File: src/pkg/pbm_pkg.sv
// constants shared by the port-b low-half / strobe pin function selector
// assumes a 32-bit avalon-mm slave with word addressing and a 10 MHz clock

package pbm_pkg;

    // *************************************************************
    // bus geometry and register map
    // *************************************************************
    localparam int unsigned PBM_ADDR_W = 4;
    localparam int unsigned PBM_DATA_W = 32;
    localparam int unsigned PBM_BE_W = 4;
    localparam logic [3:0] PBM_PORTSEL_IDX = 4'h0; // port_b_low_function_select
    localparam logic [3:0] PBM_STROBE_IDX = 4'h1;  // strobe_pin_function_select

    // *************************************************************
    // field layout and reset values
    // *************************************************************
    localparam int unsigned PBM_PINS = 8;
    localparam int unsigned PBM_MODE_W = 2;
    localparam logic [15:0] PBM_PORTSEL_RST = 16'h0000;
    localparam logic [15:0] PBM_STROBE_RST = 16'h5FFF;
    localparam int unsigned PBM_STROBE_FLD_LSB = 12;
    localparam int unsigned PBM_UPPER_STROBE_LSB = 14;
    localparam int unsigned PBM_LOWER_STROBE_LSB = 12;
    localparam logic [3:0] PBM_STROBE_FLD_RST = 4'h5;
    localparam logic [11:0] PBM_STROBE_RSVD_ONES = 12'hFFF;

    // *************************************************************
    // mode codes
    // *************************************************************
    localparam logic [1:0] PBM_MODE_GPIO = 2'h0;
    localparam logic [1:0] PBM_MODE_ALT_IN = 2'h1;  // clock input, reserved on most pins
    localparam logic [1:0] PBM_MODE_ALT = 2'h2;
    localparam logic [1:0] PBM_MODE_PATTERN = 2'h3;
    localparam logic [1:0] PBM_STROBE_CS = 2'h1;
    localparam logic [1:0] PBM_STROBE_CAS = 2'h2;

    typedef enum logic [1:0]
    {
        PBM_IDLE = 2'b01,
        PBM_ACK = 2'b10
    } pbm_bus_state_e;

endpackage

File: src/verilog/pbm_pin_cell.sv
// one multiplexed port pin: picks the driver and routes the input back
// assumes pin_sync_i is already synchronised to mclk_i

module pbm_pin_cell
#(
    parameter bit CLK_IN_EN = 1'b0 // code 01 is a timer clock input
)
(
    input wire logic mclk_i,           // system clock
    input wire logic reset_i,          // power-on reset, async high
    input wire logic [1:0] mode_i,     // pin mode field
    input wire logic gpio_do_i,        // general i/o output data
    input wire logic gpio_oe_i,        // general i/o drive enable
    input wire logic alt_do_i,         // timer output data
    input wire logic alt_oe_i,         // timer drive enable
    input wire logic pattern_i,        // timing-pattern output data
    input wire logic pin_sync_i,       // synchronised pin level
    output logic pin_o,                // pin output level
    output logic pin_oe_n_o,           // low while driving the pin
    output logic gpio_di_o,            // pin level to port logic
    output logic alt_di_o,             // pin level to timer capture
    output logic clk_in_o              // pin level to timer clock
);
    import pbm_pkg::*;

    logic do_d, do_q, oen_d, oen_q, gdi_d, gdi_q, adi_d, adi_q, cki_d, cki_q;

    // *************************************************************
    // function select
    // *************************************************************
    // reserved code releases the pin so nothing fights on the board
    always_comb
    begin
        gdi_d = pin_sync_i;
        adi_d = (mode_i == PBM_MODE_ALT) ? pin_sync_i : 1'b0;
        cki_d = (CLK_IN_EN && mode_i == PBM_MODE_ALT_IN) ? pin_sync_i : 1'b0;
        unique case (mode_i)
            PBM_MODE_GPIO:
            begin
                do_d = gpio_do_i;
                oen_d = ~gpio_oe_i;
            end
            PBM_MODE_ALT_IN:
            begin
                do_d = 1'b0;
                oen_d = 1'b1;
            end
            PBM_MODE_ALT:
            begin
                do_d = alt_do_i;
                oen_d = ~alt_oe_i;
            end
            PBM_MODE_PATTERN:
            begin
                do_d = pattern_i;
                oen_d = 1'b0;
            end
        endcase
    end

    // output flops, released at power-on
    always_ff @(posedge mclk_i or posedge reset_i)
    begin
        if (reset_i)
        begin
            do_q <= 1'b0;
            oen_q <= 1'b1;
            gdi_q <= 1'b0;
            adi_q <= 1'b0;
            cki_q <= 1'b0;
        end
        else
        begin
            do_q <= do_d;
            oen_q <= oen_d;
            gdi_q <= gdi_d;
            adi_q <= adi_d;
            cki_q <= cki_d;
        end
    end

    assign pin_o = do_q;
    assign pin_oe_n_o = oen_q;
    assign gpio_di_o = gdi_q;
    assign alt_di_o = adi_q;
    assign clk_in_o = cki_q;
endmodule

File: src/verilog/pbm_pin_select.sv
// pin function selector for port-b pins 7..0 and the two strobe pins
// assumes port, timer, pattern and bus-state logic outside, all on mclk_i
// Behaviour
// - pin 7: 00 i/o, 01 timer clock d in, 10 compare xb4, 11 pattern
// - pin 6: 00 i/o, 01 timer clock c in, 10 compare xa4, 11 pattern
// - pins 5,4: 00 i/o, 10 timer4 capture/compare b/a, 11 pattern, 01 reserved
// - pins 3,2: 00 i/o, 10 timer3 capture/compare b/a, 11 pattern, 01 reserved
// - pins 1,0: 00 i/o, 10 timer2 capture/compare b/a, 11 pattern, 01 reserved
// - pin n mode sits in bits 2n+1:2n, all read/write
// - power-on clears the port select register; manual reset keeps it
// - strobe select register is 16 bits, 0x5FFF after power-on
// - strobe select register survives manual reset, standby and sleep
// - bits 15:14: 01 chip select one, 10 upper column strobe
// - bits 13:12: 01 chip select three, 10 lower column strobe
// - strobe fields read/write, pin follows field at once (here the strobe pin is registered, so it follows one mclk_i edge later)
// - strobe register bits 11:0 always read as ones
//
// Added by the designer: the address map and register access over Avalon-MM.

module pbm_pin_select
(
    input wire logic mclk_i,                                  // 10 MHz system clock
    input wire logic reset_i,                                 // power-on reset, async high
    input wire logic manual_reset_i,                          // manual reset, sync high
    input wire logic [pbm_pkg::PBM_ADDR_W-1:0] avs_address_i, // word address
    input wire logic avs_read_i,                              // read request
    input wire logic avs_write_i,                             // write request
    input wire logic [pbm_pkg::PBM_DATA_W-1:0] avs_writedata_i, // write data
    input wire logic [pbm_pkg::PBM_BE_W-1:0] avs_byteenable_i,  // byte lanes
    output logic [pbm_pkg::PBM_DATA_W-1:0] avs_readdata_o,    // read data
    output logic avs_waitrequest_o,                           // stall request
    input wire logic [pbm_pkg::PBM_PINS-1:0] gpio_do_i,       // port data out
    input wire logic [pbm_pkg::PBM_PINS-1:0] gpio_oe_i,       // port direction, 1 out
    output logic [pbm_pkg::PBM_PINS-1:0] gpio_di_o,           // pin levels to port
    input wire logic [5:0] timer_capcomp_do_i,                // timer2..4 a/b out
    input wire logic [5:0] timer_capcomp_oe_i,                // timer2..4 a/b enable
    output logic [5:0] timer_capcomp_di_o,                    // timer2..4 a/b capture
    input wire logic timer4_compare_out_xa_i,                 // compare out, pin 6
    input wire logic timer4_compare_out_xb_i,                 // compare out, pin 7
    output logic timer_ext_clock_c_o,                         // clock in from pin 6
    output logic timer_ext_clock_d_o,                         // clock in from pin 7
    input wire logic [pbm_pkg::PBM_PINS-1:0] pattern_out_i,   // timing pattern data
    input wire logic [pbm_pkg::PBM_PINS-1:0] port_pin_i,      // pin levels
    output logic [pbm_pkg::PBM_PINS-1:0] port_pin_o,          // pin drive levels
    output logic [pbm_pkg::PBM_PINS-1:0] port_pin_oe_n_o,     // low while driving
    input wire logic chip_select_one_n_i,                     // chip select one
    input wire logic chip_select_three_n_i,                   // chip select three
    input wire logic upper_column_strobe_n_i,                 // upper column strobe
    input wire logic lower_column_strobe_n_i,                 // lower column strobe
    output logic [1:0] strobe_pin_n_o                         // [1] upper, [0] lower pin
);
    import pbm_pkg::*;

    pbm_bus_state_e state_q, state_d;
    logic [31:0] rdata_q, rdata_d;
    logic [15:0] port_sel_q, port_sel_d;
    logic [3:0] strobe_fld_q, strobe_fld_d;
    logic [1:0] strobe_pin_q, strobe_pin_d;
    logic [7:0] pin_meta_q, pin_sync_q;
    logic [7:0] alt_do_w, alt_oe_w, alt_di_w, clk_in_w;
    logic [1:0] upper_mode_w, lower_mode_w;
    logic wr_en_w, req_w;

    // *************************************************************
    // pin input synchroniser
    // *************************************************************
    // pins are asynchronous; only the second stage is ever looked at
    always_ff @(posedge mclk_i or posedge reset_i)
    begin
        if (reset_i)
        begin
            pin_meta_q <= 8'h00;
            pin_sync_q <= 8'h00;
        end
        else
        begin
            pin_meta_q <= port_pin_i;
            pin_sync_q <= pin_meta_q;
        end
    end

    // *************************************************************
    // avalon slave and registers
    // *************************************************************
    assign req_w = avs_read_i | avs_write_i;
    assign wr_en_w = avs_write_i && state_q == PBM_ACK;
    assign avs_waitrequest_o = req_w && state_q != PBM_ACK;
    assign avs_readdata_o = rdata_q;
    assign upper_mode_w = strobe_fld_q[PBM_UPPER_STROBE_LSB-PBM_STROBE_FLD_LSB +: 2];
    assign lower_mode_w = strobe_fld_q[PBM_LOWER_STROBE_LSB-PBM_STROBE_FLD_LSB +: 2];

    // one wait cycle per access; read data captured on the way in
    always_comb
    begin
        state_d = state_q;
        rdata_d = rdata_q;
        port_sel_d = port_sel_q;
        strobe_fld_d = strobe_fld_q;
        unique case (state_q)
            PBM_IDLE:
            begin
                if (req_w)
                begin
                    state_d = PBM_ACK;
                    if (avs_read_i && avs_address_i == PBM_PORTSEL_IDX)
                        rdata_d = {16'h0000, port_sel_q};
                    else if (avs_read_i && avs_address_i == PBM_STROBE_IDX)
                        rdata_d = {16'h0000, strobe_fld_q, PBM_STROBE_RSVD_ONES};
                    else
                        rdata_d = 32'h0000_0000;
                end
            end
            PBM_ACK:
            begin
                state_d = PBM_IDLE;
            end
        endcase
        // manual reset only restarts the handshake, never the registers
        if (manual_reset_i)
            state_d = PBM_IDLE;
        if (wr_en_w && avs_address_i == PBM_PORTSEL_IDX)
        begin
            if (avs_byteenable_i[0])
                port_sel_d[7:0] = avs_writedata_i[7:0];
            if (avs_byteenable_i[1])
                port_sel_d[15:8] = avs_writedata_i[15:8];
        end
        // reserved low bits are not stored, so a careless write cannot clear them
        if (wr_en_w && avs_address_i == PBM_STROBE_IDX && avs_byteenable_i[1])
            strobe_fld_d = avs_writedata_i[15:12];
    end

    // strobe pins follow their fields; reserved codes hold the pin inactive
    always_comb
    begin
        unique case (upper_mode_w)
            PBM_STROBE_CS: strobe_pin_d[1] = chip_select_one_n_i;
            PBM_STROBE_CAS: strobe_pin_d[1] = upper_column_strobe_n_i;
            default: strobe_pin_d[1] = 1'b1;
        endcase
        unique case (lower_mode_w)
            PBM_STROBE_CS: strobe_pin_d[0] = chip_select_three_n_i;
            PBM_STROBE_CAS: strobe_pin_d[0] = lower_column_strobe_n_i;
            default: strobe_pin_d[0] = 1'b1;
        endcase
    end

    // only power-on reset reaches the registers
    always_ff @(posedge mclk_i or posedge reset_i)
    begin
        if (reset_i)
        begin
            state_q <= PBM_IDLE;
            rdata_q <= 32'h0000_0000;
            port_sel_q <= PBM_PORTSEL_RST;
            strobe_fld_q <= PBM_STROBE_RST[15:12];
            strobe_pin_q <= 2'h3;
        end
        else
        begin
            state_q <= state_d;
            rdata_q <= rdata_d;
            port_sel_q <= port_sel_d;
            strobe_fld_q <= strobe_fld_d;
            strobe_pin_q <= strobe_pin_d;
        end
    end

    assign strobe_pin_n_o = strobe_pin_q;

    // *************************************************************
    // pin cells
    // *************************************************************
    // pins 6 and 7 carry pure compare outputs, so their drive is always on in mode 10
    assign alt_do_w = {timer4_compare_out_xb_i, timer4_compare_out_xa_i, timer_capcomp_do_i};
    assign alt_oe_w = {2'b11, timer_capcomp_oe_i};
    assign timer_capcomp_di_o = alt_di_w[5:0];
    assign timer_ext_clock_c_o = clk_in_w[6];
    assign timer_ext_clock_d_o = clk_in_w[7];

    // one cell per pin, mode from bits 2n+1:2n
    for (genvar n = 0; n < PBM_PINS; n++)
    begin : g_pin
        pbm_pin_cell #(
            .CLK_IN_EN(n >= 6)
        ) u_cell (
            .mclk_i(mclk_i),
            .reset_i(reset_i),
            .mode_i(port_sel_q[PBM_MODE_W*n +: PBM_MODE_W]),
            .gpio_do_i(gpio_do_i[n]),
            .gpio_oe_i(gpio_oe_i[n]),
            .alt_do_i(alt_do_w[n]),
            .alt_oe_i(alt_oe_w[n]),
            .pattern_i(pattern_out_i[n]),
            .pin_sync_i(pin_sync_q[n]),
            .pin_o(port_pin_o[n]),
            .pin_oe_n_o(port_pin_oe_n_o[n]),
            .gpio_di_o(gpio_di_o[n]),
            .alt_di_o(alt_di_w[n]),
            .clk_in_o(clk_in_w[n])
        );
    end
endmodule

File: config.mk
export PLATFORM = sky130hd
export DESIGN_NAME = pbm_pin_select
export DESIGN_NICKNAME = d
export VERILOG_FILES = /design/src/pkg/pbm_pkg.sv /design/src/verilog/pbm_pin_cell.sv /design/src/verilog/pbm_pin_select.sv
export SDC_FILE = /design/constraint.sdc
export NUM_CORES = 1
export LEC_CHECK = 0
export BUFFER_PORTS_ARGS = -buffer_cell sky130_fd_sc_hd__buf_2
export CORE_ASPECT_RATIO = 1.75
export CORE_MARGIN = 1.5
export CORE_UTILIZATION = 35
export DETAILED_ROUTE_END_ITERATION = 7
export PLACE_DENSITY_LB_ADDON = 0.3
export SETUP_SLACK_MARGIN = 0.5
export SLEW_MARGIN = 10
export SYNTH_ARGS = -nofsm -noshare
export SYNTH_HDL_FRONTEND = slang
export SYNTH_SLANG_ARGS = --single-unit
File: constraint.sdc
create_clock -name mclk_i -period 3.74 [get_ports mclk_i]
set_clock_uncertainty 0.2 [all_clocks]
set_input_delay 0.748 -clock mclk_i [delete_from_list [all_inputs] [get_ports mclk_i]]
set_output_delay 0.748 -clock mclk_i [all_outputs]
set_load 0.05 [all_outputs]
Word level (Yosys, flattened, before mapping)
Cells that the tools add are included.
{"block": "classes", "n_eq_ne": 33, "mux": 31, "bitwise": 15, "n_reduce_logical": 21}
{"op": "$pmux 1 s4", "n": 14}
{"op": "$eq 2x2->1 const B", "n": 19}
{"op": "$mux 16", "n": 2}
{"op": "$eq 2x1->1 const B", "n": 11}
{"op": "$logic_not 2->1", "n": 8}
{"op": "$not 1->1", "n": 14}
{"op": "$mux 1", "n": 8}
{"op": "$logic_and 1x1->1", "n": 7}
{"op": "$pmux 1 s3", "n": 2}
{"op": "$reduce_and 2->1", "n": 3}
{"op": "$eq 4x1->1 const B", "n": 1}
{"op": "$logic_not 4->1", "n": 1}
{"op": "$mux 2", "n": 2}
{"op": "$pmux 1 s2", "n": 2}
{"op": "$pmux 2 s2", "n": 1}
{"op": "$reduce_or 2->1", "n": 2}
{"op": "$ne 3x3->1 const B", "n": 1}
{"op": "$ne 2x2->1 const B", "n": 1}
{"op": "$or 1x1->1", "n": 1}
{"block": "word_totals", "register_bits": 104, "inputBits": 95, "elab_cells": 140}

Logic depth before layout (Yosys ltp)
{"block": "logic_depth", "word_depth": 4, "mapped_depth": 5}

Hierarchy
Synthesis repeated with hierarchy kept, for this count alone.
{"block": "unflattened", "cells_unflattened": 282, "area_unflattened_um2": 3726.1}
{"mod": "pbm_pin_select", "n_inst": 1, "cells_per_inst": 176, "area_each_um2": 2377.3, "seq_area_each_um2": 1407.6}
{"mod": "pbm_pin_cell (g_pin[0].u_cell ...)", "n_inst": 6, "cells_per_inst": 13, "area_each_um2": 162.7, "seq_area_each_um2": 101.3}
{"mod": "pbm_pin_cell (g_pin[6].u_cell ...)", "n_inst": 2, "cells_per_inst": 14, "area_each_um2": 186.4, "seq_area_each_um2": 126.4}

Worst setup path before layout
OpenSTA, ideal clock, no wires.
{"block": "synth_timing", "path_kind": "input to output", "start": "input port avs_read_i", "end": "output port avs_waitrequest_o", "arrival_time_ps": 1462, "slack_ps": 1330, "path_stages": 2, "path_buffers": 0, "path_cell_list": "nor2_1 nor2_1"}
{"block": "synth_via", "elab_chain_cells": 2}
{"item": "from (decl)", "line": "pbm_pin_select.sv:26", "rtl": "input wire logic avs_read_i,"}
{"item": "$or 1x1->1", "line": "pbm_pin_select.sv:85", "rtl": "assign req_w = avs_read_i | avs_write_i;"}
{"item": "$logic_and 1x1->1", "line": "pbm_pin_select.sv:87", "rtl": "assign avs_waitrequest_o = req_w && state_q != PBM_ACK;"}
{"item": "to (decl)", "line": "pbm_pin_select.sv:31", "rtl": "output logic avs_waitrequest_o,"}
Every way passes these cells.

Worst setup path after layout
{"block": "layout_timing", "start": "input port avs_write_i", "end": "output port avs_waitrequest_o"}
{"block": "layout_via", "elab_chain_cells": 2}
{"item": "from (decl)", "line": "pbm_pin_select.sv:27", "rtl": "input wire logic avs_write_i,"}
{"item": "$or 1x1->1", "line": "pbm_pin_select.sv:85"}
{"item": "$logic_and 1x1->1", "line": "pbm_pin_select.sv:87"}
Every way passes these cells.

==> reports/results.tsv <==
metric	value	unit
status	completed	
die-area	0.01117	mm2
antenna_found_initial	0	
cts_resized	0	
synth_cells	280	
yosys.cell_count.top_type	dfrtp_1	
dp_hpwl	5563	um
grt_use_met1	14.62	%
clk_pin_slew	0.06	ns
place_ws	1.102	ns
synth_area_leaders	dfrtp_1 51%, buf_4 9.8%, dfstp_2 9.3%	
cts_tree	built	
die_h	138.7	um
slew_headroom	37.21	%
rsz0062_at_grt	no	
powerDensity	525.5	mW/mm2
vdd_drop_max	0.3054	mV
synth-seq-cells	88	
final_antenna_net_count	0	
wl_per_cell	14.58	um
crit_fanout	5	
syn-cell-area	0.003681	mm2
min_period_over_period	62.31	%
grt_overflow	0	
power.total	2.369	mW
drv_slew	0	
num-nets-final	482	
routed_wl	7507	um
track_usage	14.62	%
yosys.area_share.simple	5.880	%
cts_root_buf	clkbuf_16	
setup_viol	0	
p_leak	2.260	nW
core-area	0.01024	mm2
clk_path_buf_depth	2	
synth_edf_count	0	
async_flop_share	100.0	%
crit_path_start_kind	input pin	
use_met3	3.816	%
cts_hold_buf	0	
drt_pass1_iterations	4	
synth_top_area_share	50.99	%
maxCapViolCount	0	
stdcell_area	0.004508	mm2
gp_congestion	0.7628	
portBuffers	127	
viasPerCell	4.579	
hold_path_class	flip-flop to flip-flop	
cp_data_required_time	2.79	ns
grt_pass1_wl	12080	um
hold_viol	0	
die_w	80.53	um
critPathCaptureType	output pin	
vias	2358	
use_met2	26.32	%
clk_latency	0.34	ns
grt_start_max_net_pins	46	
cts_setup_buffers	0	
holdWs	0.1484	ns
yosys.area.top_type	dfrtp_1	
timing.setup.tns	0	ns
critical_path_class	input pin to output pin	
rrSetupSlack	1.62	ns
synth_seq_area_share	60.27	%
nFillCells	974	
seq_area	0.002218	mm2
rows	49	
initial_utilization	35.95	%
multi_input_area	0.001076	mm2
syn_area_per_cell	13.15	um2
cts_buffers	9	
num_io_pins	162	
htreeDepth	3	
ys_top_cells_by_count	75 x dfrtp_1, 48 x buf_4, 24 x mux2_2	
yosys_warnings	0	
drt_iter0_drc	87	
yosys-mux-area-fraction	12.78	%
drc	0	
worstMarginPinSlew	0.9377	ns
synthAdderAreaFrac	1.360	%
period_minus_slack	2.330	ns
synth_cell_types	30	
busiest_layer	met2	
drive_gt1_share	47.68	%
synth_top_family_by_area	multiplexers	
cts_sinks	88	
synth_compound_area_share	7.274	%
ys.flop_type	dfrtp_1	
antenna_cells	0	
area_growth	22.47	%
fin_ws	1.410	ns
placed_cell_area	0.004185	mm2
grt_pass1_vias	2519	
critPathArrivalTime	1.38	ns
synth_xor_area_share	0	%
max_freq	429.1	MHz
-- cell type report --
type / instances / area share, %
sequential: 88 / 49.21
multi-input combinational: 136 / 23.87
timing repair buffer: 128 / 14.54
inverter: 20 / 1.693
clock buffer: 11 / 5.384
tap: 127 / 3.525
clock inverter: 5 / 1.776
-- cell families after synthesis --
logic type / count (synthesis)
buffers and inverters: 71
adders and majority gates: 4
muxes: 44
other: 1
and+or+nand+nor: 30
DFF: 88
AOI/OAI and AO/OA: 42
-- per-stage QoR --
stage,instances,utilization (%)
5_1_grt,515,44.03
2_1_floorplan,295,-
6_report,515,44.03
3_5_place_dp,499,40.88
3_3_place_gp,499,40.88
4_1_cts,515,44.03
-- routing by layer --
metal | wire, um | part of all wire, %
met3 | 415 | 5.5
met1 | 2663 | 35
met5 | 0 | 0
met4 | 280 | 3.7
met2 | 4147 | 55
-- worst max-delay path: stages --
cell	delay [ns]
buf_2	0.13
nor2_1	0.21
nor2_1	0.08
buf_2	0.22
-- final timing paths --
kind	from	endpoint	depth (start not counted)
min reg2reg	pin_meta_q[5]$_DFF_PP0_	pin_sync_q[5]$_DFF_PP0_	0
max in group asynchronous	reset_i	g_pin[4].u_cell.pin_oe_n_o$_DFF_PP1_	3
min in group asynchronous	reset_i	g_pin[6].u_cell.clk_in_o$_DFF_PP0_	2
max	avs_write_i	avs_waitrequest_o	4
max reg2reg	state_q[0]$_DFFE_PP1P_	avs_readdata_o[11]$_DFFE_PP0P_	3
min	pin_meta_q[5]$_DFF_PP0_	pin_sync_q[5]$_DFF_PP0_	0
-- registers in the layout (all words and copies together), names as in the netlist --
register / count
state_q: 2
strobe_pin_n_o: 2
port_sel_q: 16
pin_meta_q: 8
g_pin.u_cell.gpio_di_o: 8
avs_readdata_o: 16
g_pin.u_cell.pin_o: 8
pin_sync_q: 8
g_pin.u_cell.clk_in_o: 2
g_pin.u_cell.pin_oe_n_o: 8
strobe_fld_q: 4
g_pin.u_cell.alt_di_o: 6
-- power by group --
group	switching [mW]	internal [mW]	total (mW)
registers	0.0351	1.02	1.06
clock network	0.356	0.602	0.958
logic	0.252	0.102	0.354
total	0.643	1.73	2.37
-- cell usage in the layout, fill, tap and decap left out, types with 4 or more instances in the layout --
master	n
inv_1	19
buf_2	127
conb_1	16
o21a_1	6
nand3_1	4
mux2i_1	20
nor2_1	8
and3b_1	6
o2bb2ai_1	4
ha_1	4
dfrtp_1	75
a21oi_1	8
dfstp_2	13
a22o_1	4
o21ai_0	16
mux2_2	24
clkbuf_16	9
Power figures use the tool's default switching activity.
